==> src/verilog/dccr_pkg.sv <==
// Package for the DMA channel 0 control and address register block.
// Assumes APB with 32-bit data; registers sit at four times their index.
package dccr_pkg;

    localparam int unsigned ADDR_W = 12;

    // Register indices; the byte address is four times the index
    localparam logic [7:0] IDX_A_SRC  = 8'h20;
    localparam logic [7:0] IDX_A_CTRL = 8'h27;
    localparam logic [7:0] IDX_B_MAR  = 8'h28;
    localparam logic [7:0] IDX_B_CNT  = 8'h2C;
    localparam logic [7:0] IDX_B_IO   = 8'h2E;
    localparam logic [7:0] IDX_B_CTRL = 8'h2F;

    localparam logic [ADDR_W-1:0] ADR_A_SRC  = {2'b00, IDX_A_SRC, 2'b00};
    localparam logic [ADDR_W-1:0] ADR_A_CTRL = {2'b00, IDX_A_CTRL, 2'b00};
    localparam logic [ADDR_W-1:0] ADR_B_MAR  = {2'b00, IDX_B_MAR, 2'b00};
    localparam logic [ADDR_W-1:0] ADR_B_CNT  = {2'b00, IDX_B_CNT, 2'b00};
    localparam logic [ADDR_W-1:0] ADR_B_IO   = {2'b00, IDX_B_IO, 2'b00};
    localparam logic [ADDR_W-1:0] ADR_B_CTRL = {2'b00, IDX_B_CTRL, 2'b00};

    // Reset and fixed values
    localparam logic [7:0]  CTRL_RST  = 8'h00;
    localparam logic [7:0]  MAR_HI    = 8'hFF;
    localparam logic [23:0] ADDR_RST  = 24'h000000;
    localparam logic [15:0] CNT_RST   = 16'h0000;
    localparam logic [7:0]  IO_RST    = 8'h00;

    // Address steps and count marks
    localparam logic [23:0] STEP_BYTE = 24'h000001;
    localparam logic [23:0] STEP_WORD = 24'h000002;
    localparam logic [15:0] CNT_LAST  = 16'h0001;
    localparam logic [7:0]  RPT_LAST  = 8'h01;

    // Activation select codes
    localparam logic [2:0] SEL_SCI_TX = 3'h4;
    localparam logic [2:0] SEL_SCI_RX = 3'h5;
    localparam logic [2:0] SEL_EDGE   = 3'h6;
    localparam logic [2:0] SEL_LEVEL  = 3'h7;
    localparam logic [1:0] SEL_FULL   = 2'h3;

    localparam int unsigned FIFO_DEPTH = 8;

    // Control byte; in full-address layout dir/rpe carry the source step bits
    typedef struct packed {
        logic       en;
        logic       size;
        logic       dir;
        logic       repeat_select_bit;
        logic       ie;
        logic [2:0] sel;
    } dccr_ctrl_t;

    // One queued transfer
    typedef struct packed {
        logic [23:0] mem;
        logic [23:0] src;
        logic [7:0]  io;
        logic        size;
        logic        full;
    } dccr_xfer_t;

    typedef enum logic [1:0] {
        MODE_IO,
        MODE_REPEAT,
        MODE_IDLE
    } dccr_mode_t;

endpackage : dccr_pkg

==> src/verilog/dccr_top.sv <==
// DMA channel 0 register block: control, address and count registers with
// the sub-channel B transfer sequencer and a transfer queue.
// Assumes an APB master on pclk and a transfer engine draining xfer_*.
// Operation
// Transfers only while enable bit set
// Direction 0 raises address by 1/2
// Direction 1 lowers address by 1/2
// Interrupt enable gates completion request
// Request raised once enable bit clears
// Repeat and interrupt bits select mode
// Codes 0-5 pick timer or serial source
// Channel A codes 110/111 select full mode
// Channel B: request pin edge or level
// Full mode source fixed or increments
// Full mode source decrements when enabled
// Address upper byte reads ones, read-only
// Repeat: upper byte counts, lower reloads
// I/O address used only in short mode
//
// Chosen here: register access over APB.
`timescale 1ns/1ps
`default_nettype none

module dccr_fifo #(
    parameter int unsigned W = 8,
    parameter int unsigned D = 8
) (
    // Clock and reset
    input  wire logic         clk,
    input  wire logic         rst_n,
    // Fill side
    input  wire logic         in_valid,
    output logic              in_ready,
    input  wire logic [W-1:0] in_data,
    // Drain side
    output logic              out_valid,
    input  wire logic         out_ready,
    output logic [W-1:0]      out_data
);
    localparam int unsigned AW = $clog2(D);

    logic [W-1:0]  mem [D];
    logic [AW-1:0] wp_reg;
    logic [AW-1:0] rp_reg;
    logic [AW:0]   cnt_reg;
    logic          push;
    logic          pop;

    assign in_ready  = (cnt_reg != D[AW:0]);
    assign out_valid = (cnt_reg != '0);
    assign push      = in_valid & in_ready;
    assign pop       = out_valid & out_ready;
    assign out_data  = mem[rp_reg];

    always_ff @(posedge clk) begin
        if (push) begin
            mem[wp_reg] <= in_data;
        end
    end

    always_ff @(posedge clk or negedge rst_n) begin
        if (!rst_n) begin
            wp_reg  <= '0;
            rp_reg  <= '0;
            cnt_reg <= '0;
        end else begin
            if (push) begin
                wp_reg <= (wp_reg == AW'(D - 1)) ? '0 : wp_reg + 1'b1;
            end
            if (pop) begin
                rp_reg <= (rp_reg == AW'(D - 1)) ? '0 : rp_reg + 1'b1;
            end
            cnt_reg <= cnt_reg + (AW+1)'(push) - (AW+1)'(pop);
        end
    end
endmodule : dccr_fifo

module dccr_top
    import dccr_pkg::*;
(
    // Clock and reset
    input  wire logic              pclk,
    input  wire logic              presetn,
    // APB slave
    input  wire logic              psel,
    input  wire logic              penable,
    input  wire logic              pwrite,
    input  wire logic [ADDR_W-1:0] paddr,
    input  wire logic [31:0]       pwdata,
    output logic [31:0]            prdata,
    output logic                   pready,
    output logic                   pslverr,
    // Activation sources
    input  wire logic [3:0]        timer_match_a,
    input  wire logic              serial_channel_zero_tx_empty,
    input  wire logic              serial_channel_zero_rx_full,
    input  wire logic              external_transfer_request_n,
    // Transfer queue out
    output logic                   xfer_valid,
    input  wire logic              xfer_ready,
    output dccr_xfer_t             xfer_data,
    // Completion requests
    output logic                   irq_a,
    output logic                   irq_b
);
    dccr_ctrl_t  ctrl_a_reg;
    dccr_ctrl_t  ctrl_b_reg;
    logic [23:0] mar_reg;
    logic [23:0] base_reg;
    logic [23:0] src_reg;
    logic [15:0] cnt_reg;
    logic [7:0]  io_reg;
    logic [31:0] prdata_reg;
    logic        s1_reg;
    logic        s2_reg;
    logic        s3_reg;
    logic        lvl_reg;

    logic        wr;
    logic        hit;
    logic        full_mode;
    dccr_mode_t  mode;
    logic        trig;
    logic        chan_ok;
    logic        fire;
    logic        q_ready;
    logic        size;
    logic [23:0] step;
    logic        rpt;
    logic        last;
    logic        ext_fall;
    dccr_xfer_t  q_data;

    // Zero-wait slave; read data is captured in the setup cycle
    assign pready  = 1'b1;
    assign wr      = psel & penable & pwrite;
    assign hit     = (paddr == ADR_A_SRC) | (paddr == ADR_A_CTRL) |
                     (paddr == ADR_B_MAR) | (paddr == ADR_B_CNT) |
                     (paddr == ADR_B_IO) | (paddr == ADR_B_CTRL);
    assign pslverr = psel & penable & ~hit;
    assign prdata  = prdata_reg;

    always_ff @(posedge pclk or negedge presetn) begin
        if (!presetn) begin
            prdata_reg <= '0;
        end else if (psel & ~penable) begin
            case (paddr)
                ADR_A_SRC:  prdata_reg <= {MAR_HI, src_reg};
                ADR_A_CTRL: prdata_reg <= {24'h000000, ctrl_a_reg};
                ADR_B_MAR:  prdata_reg <= {MAR_HI, mar_reg};
                ADR_B_CNT:  prdata_reg <= {16'h0000, cnt_reg};
                ADR_B_IO:   prdata_reg <= {24'h000000, io_reg};
                ADR_B_CTRL: prdata_reg <= {24'h000000, ctrl_b_reg};
                default:    prdata_reg <= '0;
            endcase
        end
    end

    // Request pin: three stages, a change counts once stages 2 and 3 agree
    always_ff @(posedge pclk or negedge presetn) begin
        if (!presetn) begin
            s1_reg  <= 1'b1;
            s2_reg  <= 1'b1;
            s3_reg  <= 1'b1;
            lvl_reg <= 1'b1;
        end else begin
            s1_reg <= external_transfer_request_n;
            s2_reg <= s1_reg;
            s3_reg <= s2_reg;
            if (s2_reg == s3_reg) begin
                lvl_reg <= s2_reg;
            end
        end
    end
    assign ext_fall = lvl_reg & ~s2_reg & ~s3_reg;

    assign full_mode = (ctrl_a_reg.sel[2:1] == SEL_FULL);

    always_comb begin
        case ({ctrl_b_reg.repeat_select_bit, ctrl_b_reg.ie})
            2'b10:   mode = MODE_REPEAT;
            2'b11:   mode = MODE_IDLE;
            default: mode = MODE_IO;
        endcase
    end

    always_comb begin
        case (ctrl_b_reg.sel)
            SEL_SCI_TX: trig = serial_channel_zero_tx_empty;
            SEL_SCI_RX: trig = serial_channel_zero_rx_full;
            SEL_EDGE:   trig = ext_fall;
            SEL_LEVEL:  trig = ~lvl_reg;
            default:    trig = timer_match_a[ctrl_b_reg.sel[1:0]];
        endcase
    end

    // Full mode needs channel A's enable as well
    assign chan_ok = ctrl_b_reg.en & (~full_mode | ctrl_a_reg.en);
    // Queue back-pressure stalls the sequencer; level requests simply wait
    assign fire    = chan_ok & trig & q_ready;
    assign size    = full_mode ? ctrl_a_reg.size : ctrl_b_reg.size;
    assign step    = size ? STEP_WORD : STEP_BYTE;
    assign rpt     = ~full_mode & (mode == MODE_REPEAT);
    assign last    = rpt ? (cnt_reg[15:8] == RPT_LAST) : (cnt_reg == CNT_LAST);

    always_comb begin
        q_data.mem  = mar_reg;
        q_data.src  = full_mode ? src_reg : ADDR_RST;
        q_data.io   = full_mode ? IO_RST : io_reg;
        q_data.size = size;
        q_data.full = full_mode;
    end

    // Memory address; a software write also sets the repeat reload point
    always_ff @(posedge pclk or negedge presetn) begin
        if (!presetn) begin
            mar_reg  <= ADDR_RST;
            base_reg <= ADDR_RST;
        end else if (wr & (paddr == ADR_B_MAR)) begin
            mar_reg  <= pwdata[23:0];
            base_reg <= pwdata[23:0];
        end else if (fire) begin
            if (rpt & last) begin
                mar_reg <= base_reg;
            end else if (full_mode | (mode != MODE_IDLE)) begin
                mar_reg <= ctrl_b_reg.dir ? mar_reg - step : mar_reg + step;
            end
        end
    end

    always_ff @(posedge pclk or negedge presetn) begin
        if (!presetn) begin
            src_reg <= ADDR_RST;
        end else if (wr & (paddr == ADR_A_SRC)) begin
            src_reg <= pwdata[23:0];
        end else if (fire & full_mode & ctrl_a_reg.repeat_select_bit) begin
            src_reg <= ctrl_a_reg.dir ? src_reg - step : src_reg + step;
        end
    end

    always_ff @(posedge pclk or negedge presetn) begin
        if (!presetn) begin
            cnt_reg <= CNT_RST;
        end else if (wr & (paddr == ADR_B_CNT)) begin
            cnt_reg <= pwdata[15:0];
        end else if (fire) begin
            if (rpt) begin
                cnt_reg[15:8] <= last ? cnt_reg[7:0] : cnt_reg[15:8] - 8'h01;
            end else begin
                cnt_reg <= cnt_reg - CNT_LAST;
            end
        end
    end

    always_ff @(posedge pclk or negedge presetn) begin
        if (!presetn) begin
            io_reg <= IO_RST;
        end else if (wr & (paddr == ADR_B_IO)) begin
            io_reg <= pwdata[7:0];
        end
    end

    // Software write wins over the end-of-count clear
    always_ff @(posedge pclk or negedge presetn) begin
        if (!presetn) begin
            ctrl_b_reg <= CTRL_RST;
        end else if (wr & (paddr == ADR_B_CTRL)) begin
            ctrl_b_reg <= pwdata[7:0];
        end else if (fire & ~rpt & last) begin
            ctrl_b_reg.en <= 1'b0;
        end
    end

    always_ff @(posedge pclk or negedge presetn) begin
        if (!presetn) begin
            ctrl_a_reg <= CTRL_RST;
        end else if (wr & (paddr == ADR_A_CTRL)) begin
            ctrl_a_reg <= pwdata[7:0];
        end else if (fire & full_mode & last) begin
            ctrl_a_reg.en <= 1'b0;
        end
    end

    assign irq_a = ctrl_a_reg.ie & ~ctrl_a_reg.en;
    assign irq_b = ctrl_b_reg.ie & ~ctrl_b_reg.en;

    dccr_fifo #(
        .W ($bits(dccr_xfer_t)),
        .D (FIFO_DEPTH)
    ) u_queue (
        .clk       (pclk),
        .rst_n     (presetn),
        .in_valid  (fire),
        .in_ready  (q_ready),
        .in_data   (q_data),
        .out_valid (xfer_valid),
        .out_ready (xfer_ready),
        .out_data  (xfer_data)
    );

    logic nowr;
    assign nowr = ~wr;

    AST_NO_FIRE_DISABLED: assert property (@(posedge pclk) disable iff (!presetn)
        !ctrl_b_reg.en & nowr |=> $stable(mar_reg) && $stable(cnt_reg))
        else $error("transfer while disabled");
    AST_INC: assert property (@(posedge pclk) disable iff (!presetn)
        fire & nowr & ~ctrl_b_reg.dir & ~rpt & (mode != MODE_IDLE)
        |=> mar_reg == $past(mar_reg) + (($past(size)) ? 24'h000002 : 24'h000001))
        else $error("address increment wrong");
    AST_DEC: assert property (@(posedge pclk) disable iff (!presetn)
        fire & nowr & ctrl_b_reg.dir & ~rpt & (mode != MODE_IDLE)
        |=> mar_reg == $past(mar_reg) - (($past(size)) ? 24'h000002 : 24'h000001))
        else $error("address decrement wrong");
    AST_IRQ_GATE: assert property (@(posedge pclk) disable iff (!presetn)
        !ctrl_b_reg.ie |-> !irq_b) else $error("request not gated");
    AST_IRQ_DONE: assert property (@(posedge pclk) disable iff (!presetn)
        fire & nowr & ~rpt & last & ctrl_b_reg.ie ##1 nowr |=> irq_b)
        else $error("no request after end of count");
    AST_IDLE_HOLD: assert property (@(posedge pclk) disable iff (!presetn)
        fire & nowr & ~full_mode & (mode == MODE_IDLE) |=> $stable(mar_reg))
        else $error("idle mode moved address");
    AST_SCI_TX: assert property (@(posedge pclk) disable iff (!presetn)
        chan_ok & q_ready & (ctrl_b_reg.sel == 3'h4) & serial_channel_zero_tx_empty |-> fire)
        else $error("serial source ignored");
    AST_FULL_TAG: assert property (@(posedge pclk) disable iff (!presetn)
        fire & (ctrl_a_reg.sel[2:1] == 2'b11) |-> q_data.full && ctrl_a_reg.en)
        else $error("full mode not taken");
    AST_LEVEL: assert property (@(posedge pclk) disable iff (!presetn)
        chan_ok & q_ready & (ctrl_b_reg.sel == 3'h7) & !s2_reg & !s3_reg ##1
        chan_ok & q_ready & (ctrl_b_reg.sel == 3'h7) |-> fire)
        else $error("low level request ignored");
    AST_SRC_FIXED: assert property (@(posedge pclk) disable iff (!presetn)
        fire & nowr & full_mode & ~ctrl_a_reg.repeat_select_bit |=> $stable(src_reg))
        else $error("source moved while fixed");
    AST_SRC_DEC: assert property (@(posedge pclk) disable iff (!presetn)
        fire & nowr & full_mode & ctrl_a_reg.repeat_select_bit & ctrl_a_reg.dir
        |=> src_reg == $past(src_reg) - (($past(size)) ? 24'h000002 : 24'h000001))
        else $error("source decrement wrong");
    AST_MAR_TOP: assert property (@(posedge pclk) disable iff (!presetn)
        psel & penable & !pwrite & $past(psel & ~penable) & (paddr == ADR_B_MAR)
        |-> prdata[31:24] == 8'hFF) else $error("upper address byte not ones");
    AST_RPT_RELOAD: assert property (@(posedge pclk) disable iff (!presetn)
        fire & nowr & rpt & (cnt_reg[15:8] == 8'h01)
        |=> (cnt_reg[15:8] == $past(cnt_reg[7:0])) && (mar_reg == $past(base_reg)))
        else $error("repeat reload wrong");
    AST_IO_USE: assert property (@(posedge pclk) disable iff (!presetn)
        xfer_valid & xfer_ready & xfer_data.full |-> xfer_data.io == 8'h00)
        else $error("io address misuse");

endmodule : dccr_top
`default_nettype wire

==> config.mk <==
export PLATFORM = sky130hd
export DESIGN_NAME = dccr_top
export DESIGN_NICKNAME = d
export VERILOG_FILES = /design/src/verilog/dccr_pkg.sv /design/src/verilog/dccr_top.sv
export SDC_FILE = /design/constraint.sdc
export NUM_CORES = 1
export LEC_CHECK = 0
export BUFFER_PORTS_ARGS = -buffer_cell sky130_fd_sc_hd__buf_2
export CAP_MARGIN = 15
export CORE_ASPECT_RATIO = 0.9
export CORE_MARGIN = 2
export CORE_UTILIZATION = 55
export DETAILED_ROUTE_END_ITERATION = 6
export PLACE_DENSITY_LB_ADDON = 0.3
export SYNTH_ARGS = -nofsm -noshare
export SYNTH_HDL_FRONTEND = slang
export SYNTH_HIERARCHICAL = 1
export SYNTH_SLANG_ARGS = --single-unit
==> constraint.sdc <==
create_clock -name pclk -period 8 [get_ports pclk]
set_clock_uncertainty 0.2 [all_clocks]
set_input_delay 2 -clock pclk [delete_from_list [all_inputs] [get_ports pclk]]
set_output_delay 2 -clock pclk [all_outputs]
set_load 0.03 [all_outputs]
==> out/metrics.yaml <==
yosys:
  synth_area_per_cell_um2: 15.0
  synth_seq_area_share: 0.637
  synth_edf_count: 464
  synth.top_cell.area_share: 0.501
  synthCells: 1859
  async_flop_share: 0.246
  synth_cell_type_count: 82
  yosys_register_bits: 615
  netlist_area_um2: 27800
  syn-num-nets: 1979
  synthTopCellsByArea: "edfxtp_1 (50%), dfrtp_1 (13%), mux4_2 (9.6%)"
  ys_warn_count: 6
  yosys.area.top_type: "edfxtp_1"
  synthFlopType: "edfxtp_1"
setup_path:
  critPathCaptureType: "output port"
  critPathArrivalTime_ns: 3.64
  startpoint_type: "input port"
  reg2reg_from: "ctrl_a_reg[1]"
  r2r-end: "src_reg[22]"
  crit_path_start: "paddr[5]"
  cp-endpoint: "pslverr"
  cp_max_fo: 37
  ff2ff_path_depth: 14
  critPathKind: "input port to output port"
  r2r_slack_ns: 2.58
  cp.required_ns: 5.80
clock_tree:
  clock-sinks: 615
  cts_made_buffers: 59
  cts_tree: "yes"
  clock_latency_ns: 0.64
  cts_setup_buffers: 0
  cts_resized: 0
  ctsHoldBuffers: 0
  htree_levels: 2
  cts_buffer_depth: 3
  clkTransAtPathRegs_ns: 0.06
  clockRootBuffer: "clkbuf_16"
grt:
  grt_pass1_wl_um: 101000
  grt_overflow: 0
  grt_pass1_vias: 17000
  grt_use_total: 0.257
  antenna_found_initial: 2
  grt_max_degree: 97
placement:
  dp_hpwl_um: 41600
  postPlaceCellArea_um2: 29200
  dp_worst_setup_slack_ns: 2.17
  place.gp.congestion: 0.943
  portBuffers: 142
pwr:
  power_leakage_nw: 12.9
  pwr-share-seq: 0.468
  combinationalPowerShare: 0.151
  p_sw_frac: 0.259
  peakVddDrop_mv: 0.244
  p_switching_mw: 1.96
  clockPowerShare: 0.381
  power_density_nw_per_um2: 242
  internal_power_mw: 5.61
sta:
  finalSetupViolCount: 0
  hold_viol: 0
  fin_tns_setup_ns: 0
  rsz0062_at_grt: "false"
  worstMarginPinSlew_ns: 1.15
  fin_ws_ns: 2.16
  fmax_ghz: 0.171
  fin_crit_ns: 5.84
  slew_headroom: 0.233
  min_period_over_period: 0.730
  finalMaxSlewViolations: 0
routing:
  routed_wl_um: 65800
  dr_total_vias: 16800
  drt_pass1_iterations: 5
  wl_per_cell_um: 24.2
  vias_per_cell: 6.17
  first_iter_violations: 1657
  detail-route-antenna-nets: 0
  drc: 0
final_layout:
  final_area_um2: 31200
  syn_to_final_growth_pct: 12.2
  final_util: 0.622
  final.fill_count: 3684
  largest_reg_flops: 464
  drive_above_1_share: 0.260
  nets: 2111
  antenna_cells: 0
run:
  max_cap_viol_count: 0
die:
  rows: 78
  start_util: 0.554
  die_w_um: 241
  boundaryPins: 152
  die_height_um: 217
  design.die.area_um2: 52400
  coreArea_um2: 50200
hold_path:
  holdCritPathClass: "register to register"
  hp-start: "s1_reg"
run_status:
  status: "finished clean"
## cell usage in the layout (no fill, tap or decap), types with 10 or more instances in the layout
master | netlist | routed
edfxtp_1 | 464 | 464
nand2_1 | 178 | 178
dfrtp_1 | 147 | 144
buf_2 | 20 | 141
mux4_2 | 118 | 118
mux2_2 | 100 | 100
a21oi_1 | 88 | 88
o21ai_0 | 88 | 88
nor2_1 | 75 | 71
ha_1 | 60 | 60
clkbuf_16 | 0 | 59
and3_1 | 40 | 40
mux2i_1 | 34 | 34
inv_1 | 30 | 30
xnor2_1 | 27 | 27
buf_4 | 10 | 26
nand3_1 | 24 | 24
a21o_1 | 21 | 21
o211ai_1 | 20 | 20
nor3_1 | 25 | 20
xor2_1 | 17 | 17
and2_1 | 15 | 15
o21a_1 | 14 | 14
clkinv_2 | 0 | 14
o31ai_1 | 13 | 13
nor2b_1 | 10 | 10
o21ai_1 | 10 | 10
nand2b_1 | 11 | 10
## synth_stat cells, types with 7 or more instances
| master | n |
|---|---|
| a21o_1 | 21 |
| a21oi_1 | 88 |
| a221oi_1 | 9 |
| a31oi_1 | 7 |
| and2_1 | 15 |
| and3_1 | 40 |
| buf_2 | 20 |
| buf_4 | 10 |
| clkbuf_1 | 57 |
| dfrtp_1 | 147 |
| edfxtp_1 | 464 |
| ha_1 | 60 |
| inv_1 | 30 |
| mux2_2 | 100 |
| mux2i_1 | 34 |
| mux4_2 | 118 |
| nand2_1 | 178 |
| nand2b_1 | 11 |
| nand3_1 | 24 |
| nand4_1 | 7 |
| nor2_1 | 75 |
| nor2b_1 | 10 |
| nor3_1 | 25 |
| nor4_1 | 8 |
| o211ai_1 | 20 |
| o21a_1 | 14 |
| o21ai_0 | 88 |
| o21ai_1 | 10 |
| o31ai_1 | 13 |
| or3_1 | 8 |
| xnor2_1 | 27 |
| xor2_1 | 17 |
## power groups by stage
stage	clock network [mW]	logic, mW	registers [mW]
floorplan	0	0.966	3.52
global placement	0	1.15	3.61
detailed placement	0	1.16	3.61
CTS	2.92	1.17	3.55
global route	3.06	1.22	3.55
finish	2.88	1.14	3.55
## kinds of logic after synthesis
| group | after synthesis | share of synthesized area |
|---|---|---|
| XOR/XNOR | 44 | 0.0139 |
| other | 1 | 0.000135 |
| adder cells (fa/ha/maj) | 64 | 0.0295 |
| flip-flops | 615 | 0.637 |
| AO/OA/AOI/OAI | 325 | 0.0741 |
| AND/OR/NAND/NOR | 428 | 0.0750 |
| buffers and inverters | 130 | 0.0221 |
| multiplexers | 252 | 0.148 |
## per-stage QoR
stage          cells  power, mW  hold WS, ns
2_1_floorplan   1859       4.49        0.145
3_3_place_gp    2610       4.76        0.149
3_5_place_dp    2610       4.77        0.147
4_1_cts         2721       7.64        0.159
5_1_grt         2721       7.83        0.162
6_report        2721       7.57        0.158
## metal layers
layer  wire, um  vias to the layer above  track usage
li1           -                     7458            -
met5         25                        -            0
met3       4570                      110       0.0434
met2      32000                      635        0.411
met4       1750                        4       0.0755
met1      27400                     8591        0.368
## cell type report
| class | count | area (um^2) | area share |
|---|---|---|---|
| Multi-Input combinational cell | 1114 | 9550 | 0.306 |
| Tap cell | 680 | 851 | 0.0273 |
| Clock buffer | 66 | 1510 | 0.0485 |
| Timing Repair Buffer | 170 | 952 | 0.0305 |
| Inverter | 31 | 121 | 0.00389 |
| Clock inverter | 45 | 502 | 0.0161 |
| Sequential cell | 615 | 17700 | 0.568 |
## how the worst min path moves through the flow
stage              to  slack, ns  cells past startpoint
6_report       s2_reg       0.16                      0
5_1_grt        s2_reg       0.16                      0
4_1_cts        s2_reg       0.16                      0
3_5_place_dp   s2_reg       0.15                      0
3_3_place_gp   s2_reg       0.15                      0
2_1_floorplan  s2_reg       0.15                      0
## critical path, stage by stage
cell and delay, ns:
buf_2 0.07, buf_4 0.51, inv_1 0.29, a311oi_1 0.47
nor2_1 0.09, buf_2 0.19
(Power assumes the default switching activity.)
